==> config.mk <==
export PLATFORM = sky130hd
export DESIGN_NAME = udc_dma_ctrl
export DESIGN_NICKNAME = d
export VERILOG_FILES = /design/src/design/udc_pkg.sv /design/src/design/udc_dma_ctrl.sv
export SDC_FILE = /design/constraint.sdc
export NUM_CORES = 1
export LEC_CHECK = 0
export ABC_AREA = 1
export CAP_MARGIN = 20
export CORE_UTILIZATION = 45
export DETAILED_ROUTE_END_ITERATION = 7
export DONT_BUFFER_PORTS = 1
export GPL_TIMING_DRIVEN = 1
export HOLD_SLACK_MARGIN = 0.1
export PLACE_DENSITY = 0.58
export SYNTH_ARGS = -nofsm -noshare
export SYNTH_HDL_FRONTEND = slang
export SYNTH_SLANG_ARGS = --single-unit
export TNS_END_PERCENT = 30
==> constraint.sdc <==
create_clock -name aclk -period 2.8 [get_ports aclk]
set_clock_uncertainty 0.1 [all_clocks]
set_input_delay 0.14 -clock aclk [delete_from_list [all_inputs] [get_ports aclk]]
set_output_delay 0.14 -clock aclk [all_outputs]
set_load 0.05 [all_outputs]
==> src/design/udc_pkg.sv <==
// Register map, field positions and reset values of the DMA channel control
package udc_pkg;

	localparam logic [7:0] OFF_TX_STAT0 = 8'h00;
	localparam logic [7:0] OFF_TX_STAT1 = 8'h04;
	localparam logic [7:0] OFF_RX_DEF0  = 8'h08;
	localparam logic [7:0] OFF_RX_DEF1  = 8'h0C;
	localparam logic [7:0] OFF_RX_TMO0  = 8'h10;
	localparam logic [7:0] OFF_RX_TMO1  = 8'h14;
	localparam logic [7:0] OFF_TX_CTRL  = 8'h18;

	// Transmit status fields
	localparam int SHORT_PKT_BIT = 0;
	localparam int TX_SEL_BIT    = 4;

	// Receive channel definition fields
	localparam int PTR_LSB   = 0;
	localparam int PTR_W     = 3;
	localparam int GUARD_BIT = 3;
	localparam int SEL_BIT   = 4;
	localparam int CONT_BIT  = 5;
	localparam int IRQE_BIT  = 6;
	localparam int EN_BIT    = 7;

	// Receive time-out fields
	localparam int TMO_FLAG_BIT = 1;
	localparam int TMO_VAL_LSB  = 2;
	localparam int TMO_VAL_W    = 5;
	localparam int TMO_EN_BIT   = 7;

	// Transmit control fields: enables in [1:0], irq enables in [5:4]
	localparam int TX_EN_LSB   = 0;
	localparam int TX_IRQE_LSB = 4;

	localparam logic [7:0] TX_STAT_RESET = 8'h00;
	localparam logic [7:0] RX_DEF_RESET  = 8'h08;
	localparam logic [7:0] RX_TMO_RESET  = 8'h00;
	localparam logic [7:0] TX_CTRL_RESET = 8'h00;

	localparam logic [1:0] RESP_OKAY   = 2'h0;
	localparam logic [1:0] RESP_SLVERR = 2'h2;

endpackage

==> src/design/udc_dma_ctrl.sv <==
// DMA channel control for two UART transmit and two receive channels
//
// Decided for this implementation: the address map and the AXI4-Lite interface to the registers.
`timescale 1ns/1ps

module udc_dma_ctrl
	import udc_pkg::*;
#(
	parameter int CHANNELS = 2
) (
	input  wire logic        aclk,
	input  wire logic        aresetn,
	input  wire logic [7:0]  s_axi_awaddr,
	input  wire logic [2:0]  s_axi_awprot,
	input  wire logic        s_axi_awvalid,
	output logic             s_axi_awready,
	input  wire logic [31:0] s_axi_wdata,
	input  wire logic [3:0]  s_axi_wstrb,
	input  wire logic        s_axi_wvalid,
	output logic             s_axi_wready,
	output logic [1:0]       s_axi_bresp,
	output logic             s_axi_bvalid,
	input  wire logic        s_axi_bready,
	input  wire logic [7:0]  s_axi_araddr,
	input  wire logic [2:0]  s_axi_arprot,
	input  wire logic        s_axi_arvalid,
	output logic             s_axi_arready,
	output logic [31:0]      s_axi_rdata,
	output logic [1:0]       s_axi_rresp,
	output logic             s_axi_rvalid,
	input  wire logic        s_axi_rready,
	input  wire logic        frame_tick,
	input  wire logic [1:0]  tx_short_pkt,
	input  wire logic [1:0]  tx_count_zero,
	input  wire logic [1:0]  rx_byte,
	input  wire logic [1:0]  rx_count_zero,
	input  wire logic [1:0]  rx_error,
	input  wire logic [1:0]  ubm_select,
	output logic [1:0]       tx_enable,
	output logic [1:0]       tx_irq,
	output logic [1:0]       rx_enable,
	output logic [1:0]       rx_buffer_select,
	output logic [5:0]       rx_endpoint_descriptor,
	output logic [1:0]       rx_continuous_mode,
	output logic [1:0]       rx_desc_update,
	output logic [1:0]       rx_irq,
	output logic             in_buffer_select,
	output logic             out_buffer_select
);

	if (CHANNELS != 2) begin : g_chk
		$error("udc_dma_ctrl serves exactly two channels per direction");
	end
	////////////////////////////////////////////////////////////////////////////////
	// Register storage
	logic [7:0]  tx_stat_reg [2];
	logic [7:0]  rx_def_reg [2];
	logic [7:0]  rx_tmo_reg [2];
	logic [7:0]  tx_ctrl_reg;
	logic [4:0]  tmo_cnt_reg [2];
	logic [1:0]  started_reg;
	////////////////////////////////////////////////////////////////////////////////
	// AXI4-Lite slave
	logic        aw_full_reg;
	logic        w_full_reg;
	logic [7:0]  aw_addr_reg;
	logic [31:0] w_data_reg;
	logic [3:0]  w_strb_reg;
	logic        wr_fire;
	logic        wr_hit;
	function automatic logic mapped(input logic [7:0] a);
		mapped = (a[1:0] == 2'h0) && (a <= OFF_TX_CTRL);
	endfunction
	assign wr_fire = aw_full_reg && w_full_reg && !s_axi_bvalid;
	assign wr_hit  = wr_fire && w_strb_reg[0];
	function automatic logic wr_at(input logic [7:0] off, input logic hit,
			input logic [7:0] a);
		wr_at = hit && (a == off);
	endfunction
	always_ff @(posedge aclk) begin
		if (!aresetn) begin
			aw_full_reg   <= 1'b0;
			aw_addr_reg   <= 8'h00;
			s_axi_awready <= 1'b0;
		end else if (s_axi_awvalid && s_axi_awready) begin
			aw_full_reg   <= 1'b1;
			aw_addr_reg   <= s_axi_awaddr;
			s_axi_awready <= 1'b0;
		end else if (wr_fire) begin
			aw_full_reg <= 1'b0;
		end else begin
			s_axi_awready <= !aw_full_reg && !s_axi_bvalid;
		end
	end

	always_ff @(posedge aclk) begin
		if (!aresetn) begin
			w_full_reg   <= 1'b0;
			w_data_reg   <= 32'h0000_0000;
			w_strb_reg   <= 4'h0;
			s_axi_wready <= 1'b0;
		end else if (s_axi_wvalid && s_axi_wready) begin
			w_full_reg   <= 1'b1;
			w_data_reg   <= s_axi_wdata;
			w_strb_reg   <= s_axi_wstrb;
			s_axi_wready <= 1'b0;
		end else if (wr_fire) begin
			w_full_reg <= 1'b0;
		end else begin
			s_axi_wready <= !w_full_reg && !s_axi_bvalid;
		end
	end

	always_ff @(posedge aclk) begin
		if (!aresetn) begin
			s_axi_bvalid <= 1'b0;
			s_axi_bresp  <= RESP_OKAY;
		end else if (wr_fire) begin
			s_axi_bvalid <= 1'b1;
			s_axi_bresp  <= mapped(aw_addr_reg) ? RESP_OKAY : RESP_SLVERR;
		end else if (s_axi_bready) begin
			s_axi_bvalid <= 1'b0;
		end
	end
	function automatic logic [7:0] rd_mux(input logic [7:0] a);
		case (a)
			OFF_TX_STAT0: rd_mux = tx_stat_reg[0];
			OFF_TX_STAT1: rd_mux = tx_stat_reg[1];
			OFF_RX_DEF0:  rd_mux = rx_def_reg[0] | 8'h08;
			OFF_RX_DEF1:  rd_mux = rx_def_reg[1] | 8'h08;
			OFF_RX_TMO0:  rd_mux = rx_tmo_reg[0];
			OFF_RX_TMO1:  rd_mux = rx_tmo_reg[1];
			OFF_TX_CTRL:  rd_mux = tx_ctrl_reg;
			default:      rd_mux = 8'h00;
		endcase
	endfunction
	always_ff @(posedge aclk) begin
		if (!aresetn) begin
			s_axi_arready <= 1'b0;
			s_axi_rvalid  <= 1'b0;
			s_axi_rdata   <= 32'h0000_0000;
			s_axi_rresp   <= RESP_OKAY;
		end else if (s_axi_arvalid && s_axi_arready) begin
			s_axi_arready <= 1'b0;
			s_axi_rvalid  <= 1'b1;
			s_axi_rdata   <= {24'h00_0000, rd_mux(s_axi_araddr)};
			s_axi_rresp   <= mapped(s_axi_araddr) ? RESP_OKAY : RESP_SLVERR;
		end else if (s_axi_rvalid) begin
			if (s_axi_rready) begin
				s_axi_rvalid <= 1'b0;
			end
		end else begin
			s_axi_arready <= 1'b1;
		end
	end

	////////////////////////////////////////////////////////////////////////////////
	// Transmit channels
	logic [1:0] tx_en_next;
	always_comb begin
		for (int i = 0; i < 2; i++) begin
			tx_en_next[i] = tx_ctrl_reg[TX_EN_LSB + i];
			if (wr_at(OFF_TX_CTRL, wr_hit, aw_addr_reg)) begin
				tx_en_next[i] = w_data_reg[TX_EN_LSB + i];
			end
			if (tx_ctrl_reg[TX_EN_LSB + i] && tx_count_zero[i]) begin
				tx_en_next[i] = 1'b0;
			end
			// Irq enable off keeps the channel armed for the next packet
			if (tx_ctrl_reg[TX_EN_LSB + i] && tx_short_pkt[i]
					&& tx_ctrl_reg[TX_IRQE_LSB + i]) begin
				tx_en_next[i] = 1'b0;
			end
		end
	end

	always_ff @(posedge aclk) begin
		if (!aresetn) begin
			tx_ctrl_reg <= TX_CTRL_RESET;
		end else begin
			if (wr_at(OFF_TX_CTRL, wr_hit, aw_addr_reg)) begin
				tx_ctrl_reg <= w_data_reg[7:0] & 8'h33;
			end
			tx_ctrl_reg[TX_EN_LSB +: 2] <= tx_en_next;
		end
	end

	always_ff @(posedge aclk) begin
		if (!aresetn) begin
			tx_irq <= 2'h0;
		end else begin
			for (int i = 0; i < 2; i++) begin
				tx_irq[i] <= tx_ctrl_reg[TX_EN_LSB + i] && !tx_en_next[i]
					&& tx_ctrl_reg[TX_IRQE_LSB + i];
			end
		end
	end
	// Status: short-packet flag, parallel-port select; rest reads zero
	always_ff @(posedge aclk) begin
		if (!aresetn) begin
			tx_stat_reg[0] <= TX_STAT_RESET;
			tx_stat_reg[1] <= TX_STAT_RESET;
		end else begin
			for (int i = 0; i < 2; i++) begin
				if (wr_at(i == 0 ? OFF_TX_STAT0 : OFF_TX_STAT1, wr_hit,
						aw_addr_reg)) begin
					tx_stat_reg[i][TX_SEL_BIT] <= w_data_reg[TX_SEL_BIT];
					if (w_data_reg[SHORT_PKT_BIT]) begin
						tx_stat_reg[i][SHORT_PKT_BIT] <= 1'b0;
					end
				end
				// A short packet in the clearing cycle still lands
				if (tx_ctrl_reg[TX_EN_LSB + i] && tx_short_pkt[i]) begin
					tx_stat_reg[i][SHORT_PKT_BIT] <= 1'b1;
				end
				tx_stat_reg[i][3:1] <= 3'h0;
				tx_stat_reg[i][7:5] <= 3'h0;
			end
		end
	end

	always_ff @(posedge aclk) begin
		if (!aresetn) begin
			tx_enable         <= 2'h0;
			in_buffer_select  <= 1'b0;
			out_buffer_select <= 1'b0;
		end else begin
			tx_enable         <= tx_en_next;
			in_buffer_select  <= tx_stat_reg[0][TX_SEL_BIT];
			out_buffer_select <= tx_stat_reg[1][TX_SEL_BIT];
		end
	end

	////////////////////////////////////////////////////////////////////////////////
	// Receive time-out counters
	logic [1:0] tmo_evt;
	logic [1:0] rx_en;
	logic [1:0] rx_ine;
	logic [1:0] rx_cont;
	always_comb begin
		for (int i = 0; i < 2; i++) begin
			rx_en[i]   = rx_def_reg[i][EN_BIT];
			rx_ine[i]  = rx_def_reg[i][IRQE_BIT];
			rx_cont[i] = rx_def_reg[i][CONT_BIT];
			// A zero count fires on the first frame; software must avoid it
			tmo_evt[i] = frame_tick && rx_tmo_reg[i][TMO_EN_BIT] && rx_en[i]
				&& started_reg[i] && !rx_byte[i] && (tmo_cnt_reg[i] <= 5'h01);
		end
	end

	always_ff @(posedge aclk) begin
		if (!aresetn) begin
			started_reg    <= 2'h0;
			tmo_cnt_reg[0] <= 5'h00;
			tmo_cnt_reg[1] <= 5'h00;
		end else begin
			for (int i = 0; i < 2; i++) begin
				if (!rx_en[i] || tmo_evt[i]) begin
					started_reg[i] <= 1'b0;
				end else if (rx_byte[i]) begin
					started_reg[i] <= 1'b1;
				end
				if (rx_byte[i]) begin
					tmo_cnt_reg[i] <= rx_tmo_reg[i][TMO_VAL_LSB +: TMO_VAL_W];
				end else if (frame_tick && rx_tmo_reg[i][TMO_EN_BIT] && rx_en[i]
						&& started_reg[i] && tmo_cnt_reg[i] != 5'h00) begin
					tmo_cnt_reg[i] <= tmo_cnt_reg[i] - 5'h01;
				end
			end
		end
	end

	always_ff @(posedge aclk) begin
		if (!aresetn) begin
			rx_tmo_reg[0] <= RX_TMO_RESET;
			rx_tmo_reg[1] <= RX_TMO_RESET;
		end else begin
			for (int i = 0; i < 2; i++) begin
				if (wr_at(i == 0 ? OFF_RX_TMO0 : OFF_RX_TMO1, wr_hit,
						aw_addr_reg)) begin
					rx_tmo_reg[i][7:2] <= w_data_reg[7:2];
					if (w_data_reg[TMO_FLAG_BIT]) begin
						rx_tmo_reg[i][TMO_FLAG_BIT] <= 1'b0;
					end
				end
				if (tmo_evt[i]) begin
					rx_tmo_reg[i][TMO_FLAG_BIT] <= 1'b1;
				end
				rx_tmo_reg[i][0] <= 1'b0;
			end
		end
	end

	////////////////////////////////////////////////////////////////////////////////
	// Receive channel definition and halt logic

	logic [1:0] rx_err;
	logic [1:0] rx_halt;
	logic [1:0] rx_en_next;
	logic [1:0] rx_sel_next;
	always_comb begin
		for (int i = 0; i < 2; i++) begin
			rx_err[i] = rx_en[i] && rx_error[i];
			// Without irq enable, errors and time-outs leave the channel running
			rx_halt[i] = (rx_en[i] && rx_count_zero[i] && !rx_cont[i])
				|| ((tmo_evt[i] || rx_err[i]) && rx_ine[i]);
			rx_en_next[i]  = rx_en[i];
			rx_sel_next[i] = rx_def_reg[i][SEL_BIT];
			if (wr_at(i == 0 ? OFF_RX_DEF0 : OFF_RX_DEF1, wr_hit, aw_addr_reg)) begin
				rx_en_next[i] = w_data_reg[EN_BIT];
				if (!w_data_reg[GUARD_BIT]) begin
					rx_sel_next[i] = w_data_reg[SEL_BIT];
				end
			end
			if (rx_halt[i]) begin
				rx_en_next[i] = 1'b0;
			end
			if (rx_cont[i]) begin
				rx_sel_next[i] = ubm_select[i];
			end
		end
	end

	always_ff @(posedge aclk) begin
		if (!aresetn) begin
			rx_def_reg[0] <= RX_DEF_RESET;
			rx_def_reg[1] <= RX_DEF_RESET;
		end else begin
			for (int i = 0; i < 2; i++) begin
				if (wr_at(i == 0 ? OFF_RX_DEF0 : OFF_RX_DEF1, wr_hit,
						aw_addr_reg)) begin
					rx_def_reg[i][PTR_LSB +: PTR_W] <= w_data_reg[2:0];
					rx_def_reg[i][CONT_BIT] <= w_data_reg[CONT_BIT];
					rx_def_reg[i][IRQE_BIT] <= w_data_reg[IRQE_BIT];
				end
				rx_def_reg[i][GUARD_BIT] <= 1'b1;
				rx_def_reg[i][SEL_BIT]   <= rx_sel_next[i];
				rx_def_reg[i][EN_BIT]    <= rx_en_next[i];
			end
		end
	end
	// Error halts are signalled by the serial channel, not here
	always_ff @(posedge aclk) begin
		if (!aresetn) begin
			rx_irq         <= 2'h0;
			rx_desc_update <= 2'h0;
		end else begin
			for (int i = 0; i < 2; i++) begin
				rx_irq[i] <= rx_en[i] && !rx_en_next[i] && rx_ine[i]
					&& !rx_err[i];
				rx_desc_update[i] <= tmo_evt[i] || rx_err[i]
					|| (rx_en[i] && rx_count_zero[i] && !rx_cont[i]);
			end
		end
	end

	always_ff @(posedge aclk) begin
		if (!aresetn) begin
			rx_enable              <= 2'h0;
			rx_buffer_select       <= 2'h0;
			rx_endpoint_descriptor <= 6'h00;
			rx_continuous_mode     <= 2'h0;
		end else begin
			rx_enable          <= rx_en_next;
			rx_buffer_select   <= rx_sel_next;
			rx_continuous_mode <= {rx_def_reg[1][CONT_BIT], rx_def_reg[0][CONT_BIT]};
			rx_endpoint_descriptor <= {rx_def_reg[1][PTR_LSB +: PTR_W],
				rx_def_reg[0][PTR_LSB +: PTR_W]};
		end
	end

endmodule // udc_dma_ctrl

Word level (Yosys, flattened, before mapping)
Memory sizes are Yosys's and may differ from the RTL's.
Cells that the tools add are included.
{"block": "totals", "regBits": 62, "mem_bits_rw": 42, "output_inout_bits": 63, "wordCells": 278, "mem_count": 4, "in_bits": 78}
{"memory": "rx_def_reg", "words": 2, "width": 7, "read_ports": 2, "rd_clocked_by_memory_dff": 0, "write_ports": 2, "line_no": "udc_dma_ctrl.sv:57", "text": "logic [7:0] rx_def_reg [2];"}
{"memory": "rx_tmo_reg", "words": 2, "width": 7, "read_ports": 2, "rd_clocked_by_memory_dff": 0, "write_ports": 2, "line_no": "udc_dma_ctrl.sv:58", "text": "logic [7:0] rx_tmo_reg [2];"}
{"memory": "tmo_cnt_reg", "words": 2, "width": 5, "read_ports": 2, "rd_clocked_by_memory_dff": 0, "write_ports": 2, "line_no": "udc_dma_ctrl.sv:60", "text": "logic [4:0] tmo_cnt_reg [2];"}
{"memory": "tx_stat_reg", "words": 2, "width": 2, "read_ports": 2, "rd_clocked_by_memory_dff": 0, "write_ports": 2, "line_no": "udc_dma_ctrl.sv:56", "text": "logic [7:0] tx_stat_reg [2];"}
{"block": "classes", "bitwise": 27, "eq_ne": 12, "magnitude_cmp": 4, "n_reduce_logical": 90, "mux": 113, "addsub": 2}
{"op": "$mux W1", "n": 102}
{"op": "$pmux W8 S7", "n": 1}
{"op": "$logic_and A1 B1 Y1", "n": 53}
{"op": "$eq A8 B5 Y1 const B", "n": 6}
{"op": "$eq A8 B4 Y1 const B", "n": 4}
{"op": "$or A1 B1 Y1", "n": 26}
{"op": "$mux W5", "n": 4}
{"op": "$eq A8 B3 Y1 const B", "n": 2}
{"op": "$le A8 B5 Y1 const B", "n": 2}
{"op": "$logic_not A8 Y1", "n": 2}
{"op": "$logic_not A1 Y1", "n": 15}
{"op": "$mux W6", "n": 2}
{"op": "$le A5 B1 Y1 const B", "n": 2}
{"op": "$reduce_bool A5 Y1", "n": 2}
{"op": "$reduce_or A2 Y1", "n": 5}
{"op": "$sub A5 B1 Y5 const B", "n": 2}
{"op": "$logic_or A1 B1 Y1", "n": 8}
{"op": "$mux W3", "n": 2}
{"op": "$reduce_bool A2 Y1", "n": 3}
{"op": "$logic_not A2 Y1", "n": 2}
{"op": "$mux W2", "n": 2}
{"op": "$not A1 Y1", "n": 1}

Logic depth before layout (Yosys ltp)
An unclocked memory read counts as a cell.
{"block": "depth", "ltp_word": 14, "mapped_depth": 10, "mapped_depth_nobuf": 10}

Least setup slack after synthesis
OpenSTA, ideal clock, no wires.
{"block": "synth_timing", "kind": "reg2reg", "from": "reg s_axi_bvalid", "to": "mem tx_stat_reg[0][0] in the netlist's numbering, enable pin", "arrival_ns": 1.398, "stages_incl_launch_ff": 7, "slack_ns": 1.053, "setup_ns": 0.249, "required_time_ns": 2.451, "synth_period_minus_slack_ns": 1.747, "cell_sequence": "dfxtp_1 inv_1 nand4_4 nor2_4 nand2_1 o21bai_2 or2_2"}
{"item": "from (decl)", "line_no": "udc_dma_ctrl.sv:22", "text": "output logic s_axi_bvalid,"}
{"item": "from (signal assigned)", "line_no": "udc_dma_ctrl.sv:116", "text": "s_axi_bvalid <= 1'b0;"}
{"item": "from (signal assigned)", "line_no": "udc_dma_ctrl.sv:119", "text": "s_axi_bvalid <= 1'b1;"}
{"item": "from (signal assigned)", "line_no": "udc_dma_ctrl.sv:122", "text": "s_axi_bvalid <= 1'b0;"}
{"item": "to (decl)", "line_no": "udc_dma_ctrl.sv:56"}

Worst setup path after layout
{"block": "layout_timing", "from": "reg tx_ctrl_reg[0]", "to": "reg tx_irq[0]"}
{"block": "layout_via", "elab_chain_cells": 6}
{"item": "from (decl)", "line_no": "udc_dma_ctrl.sv:59", "text": "logic [7:0] tx_ctrl_reg;"}
{"item": "from (signal assigned)", "line_no": "udc_dma_ctrl.sv:182", "text": "tx_ctrl_reg <= w_data_reg[7:0] & 8'h33;"}
{"item": "from (signal, indexed assignment)", "line_no": "udc_dma_ctrl.sv:184", "text": "tx_ctrl_reg[TX_EN_LSB +: 2] <= tx_en_next;"}
{"item": "$mux W1, or another cell as far along", "line_no": "udc_dma_ctrl.sv:163", "text": "if (wr_at(OFF_TX_CTRL, wr_hit, aw_addr_reg)) begin"}
{"item": "$mux W1 / $logic_and A1 B1 Y1 (equally long branches)", "line_no": "udc_dma_ctrl.sv:166, udc_dma_ctrl.sv:171"}
{"item": "$mux W1", "line_no": "udc_dma_ctrl.sv:170", "text": "if (tx_ctrl_reg[TX_EN_LSB + i] && tx_short_pkt[i]"}
{"item": "$logic_not A1 Y1", "line_no": "udc_dma_ctrl.sv:193", "text": "tx_irq[i] <= tx_ctrl_reg[TX_EN_LSB + i] && !tx_en_next[i]"}
{"item": "$logic_and A1 B1 Y1 *", "line_no": "udc_dma_ctrl.sv:193"}
{"item": "$logic_and A1 B1 Y1 *", "line_no": "udc_dma_ctrl.sv:194", "text": "&& tx_ctrl_reg[TX_IRQE_LSB + i];"}
{"item": "to (signal, indexed assignment)", "line_no": "udc_dma_ctrl.sv:193"}
{"item": "to (decl)", "line_no": "udc_dma_ctrl.sv:40", "text": "output logic [1:0] tx_irq,"}
Mark *: on every way between the ends. The rest lies on a longest branch, timed or not.
A chain may end at the register's enable or synchronous reset.

==> results.toml <==
[run_status]
outcome = "complete, no violations"

[setup_path]
arrival_ns = 2.29
critPathKind = "flip-flop to flip-flop"
cp_max_fo = 5
crit_required_ns = 3.00
crit_path_start_kind = "flip-flop"
cp-end-kind = "flip-flop"

[clocking]
clockBufferDepth = 2
cts.sink_count = 102
cts_max_level = 3
clk_pin_slew_worst_paths_ns = 0.07
cts_tree = "done"
cts_root_buf = "clkbuf_16"
cts_buffers = 9
clkLatencyLatePin_ns = 0.35

[power]
p_leak_nw = 2.78
power-per-cell-area_mw_per_mm2 = 587
ir_drop_mv = 0.313

[floorplan]
die_w_um = 109
die_h_um = 109
io_pins = 141
design.core.area_mm2 = 0.0109
start_util_pct = 46.8
fp-row-count = 38
die_area_mm2 = 0.0118

[timing]
setup_viol = 0
fin_crit_ns = 2.09
rsz0062_at_grt = "no"
finalMaxSlewViolations = 0
setup_tns_ns = 0
fmax_mhz = 480
slew_headroom_pct = 55.2
post-route-period-util_pct = 74.5
tightest_slew_ns = 0.672
hold_violations = 0

[global_route]
grt_antenna_before_repair = 0
overflow = 0
grt_pass1_wl_um = 18900
grt.total_usage_pct = 21.4
grt_max_degree = 58
grt_pass1_vias = 3769

[placed_design]
numPortBuffers = 0
routabilityCongestion = 0.822
hpwl_um = 8740

[drt]
dr.pass1.iters = 5
routed_wl_um = 11900
drc = 0
vias = 4093
viasPerCell = 4.90
drtAntennaViolNets = 0
drtIter0Drc = 278
post_drt_wl_per_cell_um = 14.2

[final_layout]
layout.area.seq_mm2 = 0.00246
fin_util_pct = 54.1
multi_input_area_mm2 = 0.00211
layout-drive-gt1-share_pct = 9.05
antenna_cells = 0
nets = 775
synthToLayoutAreaGrowth_pct = 15.6
fill_cells = 1088

[yosys]
yosysSeqAreaShare_pct = 48.1
yosysWarnings = 0
synth.area.top_cells = "edfxtp_1 25%, dfxtp_1 23%, nand2_1 12%"
synth_cells = 646
synth_top_area_share_pct = 24.7
syn_area_mm2 = 0.00511
avgSynthCellArea_um2 = 7.92
netlist_top_cells_count = "163 x nand2_1, 93 x inv_1, 63 x nor2_1"
synth_ff_type = "dfxtp_1"
synth_edf_count = 42
synthArstFlopShare_pct = 0
synth_most_common_cell = "nand2_1"
ys_types = 40
ys_seq_elements = 102
yosys.area.top_type = "edfxtp_1"

[job]
cap_violations = 0

[min_path]
min_path_type = "primary input to flip-flop"
-- stage by stage --
stage	hold WS (ns)	power, mW	cell area (um^2)	instances	setup WS, ns
floorplan	0.150	2.06	5220	674	1.05
global placement	0.152	2.08	5130	776	0.915
finish	0.103	3.47	5910	836	0.715
CTS	0.104	3.48	5910	836	0.705
global route	0.124	3.60	5910	836	0.537
detailed placement	0.157	2.09	5130	776	0.914
-- layout make-up --
class	instances	area share [%]
sequential	102	41.7
multi-input combinational	433	35.7
timing repair buffer	46	7.87
inverter	99	6.29
clock buffer	10	4.23
tap	140	2.96
clock inverter	6	1.31
-- cell families after synthesis --
kind of cell / after synthesis / synth area share (%)
AND/OR/NAND/NOR: 325 / 29.4
buffers and inverters: 139 / 12.7
flip-flops: 102 / 48.1
AO/OA/AOI/OAI: 66 / 7.17
XOR/XNOR: 6 / 1.03
adder cells (fa/ha/maj): 6 / 1.47
other: 2 / 0.147
-- path summary, 6_finish.rpt --
kind / end / slack (ns) / cells after the start / start
worst max register to register: tx_irq[0]$_SDFF_PN0_ / 0.71 / 7 / tx_ctrl_reg[0]$_SDFF_PN0_
worst max-delay path: tx_irq[0]$_SDFF_PN0_ / 0.71 / 7 / tx_ctrl_reg[0]$_SDFF_PN0_
worst min register to register: rx_continuous_mode[1]$_SDFF_PN0_ / 0.38 / 2 / rx_def_reg[1][4]$_DFFE_PP_
worst min-delay path: rx_tmo_reg[1][6]$_DFFE_PP_ / 0.10 / 1 / aresetn
-- power breakdown --
part	switching, mW	internal, mW
clock	0.589	0.762
sequential	0.118	1.62
combinational	0.264	0.118
-- per-layer routing --
metal | part of all wire, % | track usage [%]
met1 | 46 | 28.5
met2 | 47 | 35.1
met3 | 5.0 | 3.11
met4 | 1.7 | 8.30
met5 | 0 | 0
-- what timing repair did --
item / 4_1_cts / 5_1_grt
hold buffers: 44 / 0
endpoints found under the hold margin: 111 / 0
endpoints found under the setup margin: 0 / 0
resized for setup: 0 / 0
setup buffers: 0 / 0
-- critical path, stage by stage, from the launching register on --
cell and delay [ns]:
dfxtp_1 0.66, inv_1 0.22, nor3_1 0.21, a21oi_1 0.05, dlygate4sd3_1 0.60, nand3_2 0.09, nand2_1 0.05, inv_1 0.05
-- layout by cell type, fill, tap and decap left out, types with 2 or more instances in the layout --
cell,synthesis,layout
nor2_4,7,7
inv_1,93,93
xnor2_1,2,2
nand2_4,3,3
nand2_1,163,163
nor2_1,63,63
nor2_2,10,10
o21ai_2,2,2
nand2_2,5,5
buf_4,29,2
conb_1,2,30
a21oi_1,23,23
inv_2,6,6
nor3_1,5,5
ha_1,6,6
clkbuf_16,0,10
nand3_2,7,7
edfxtp_1,42,42
o211ai_1,3,3
dlygate4sd3_1,0,43
nand3_1,55,55
dfxtp_1,60,60
o21ai_0,30,30
xor2_1,4,4
a211oi_1,2,2
No activity file was read; power rests on OpenSTA's default activity.
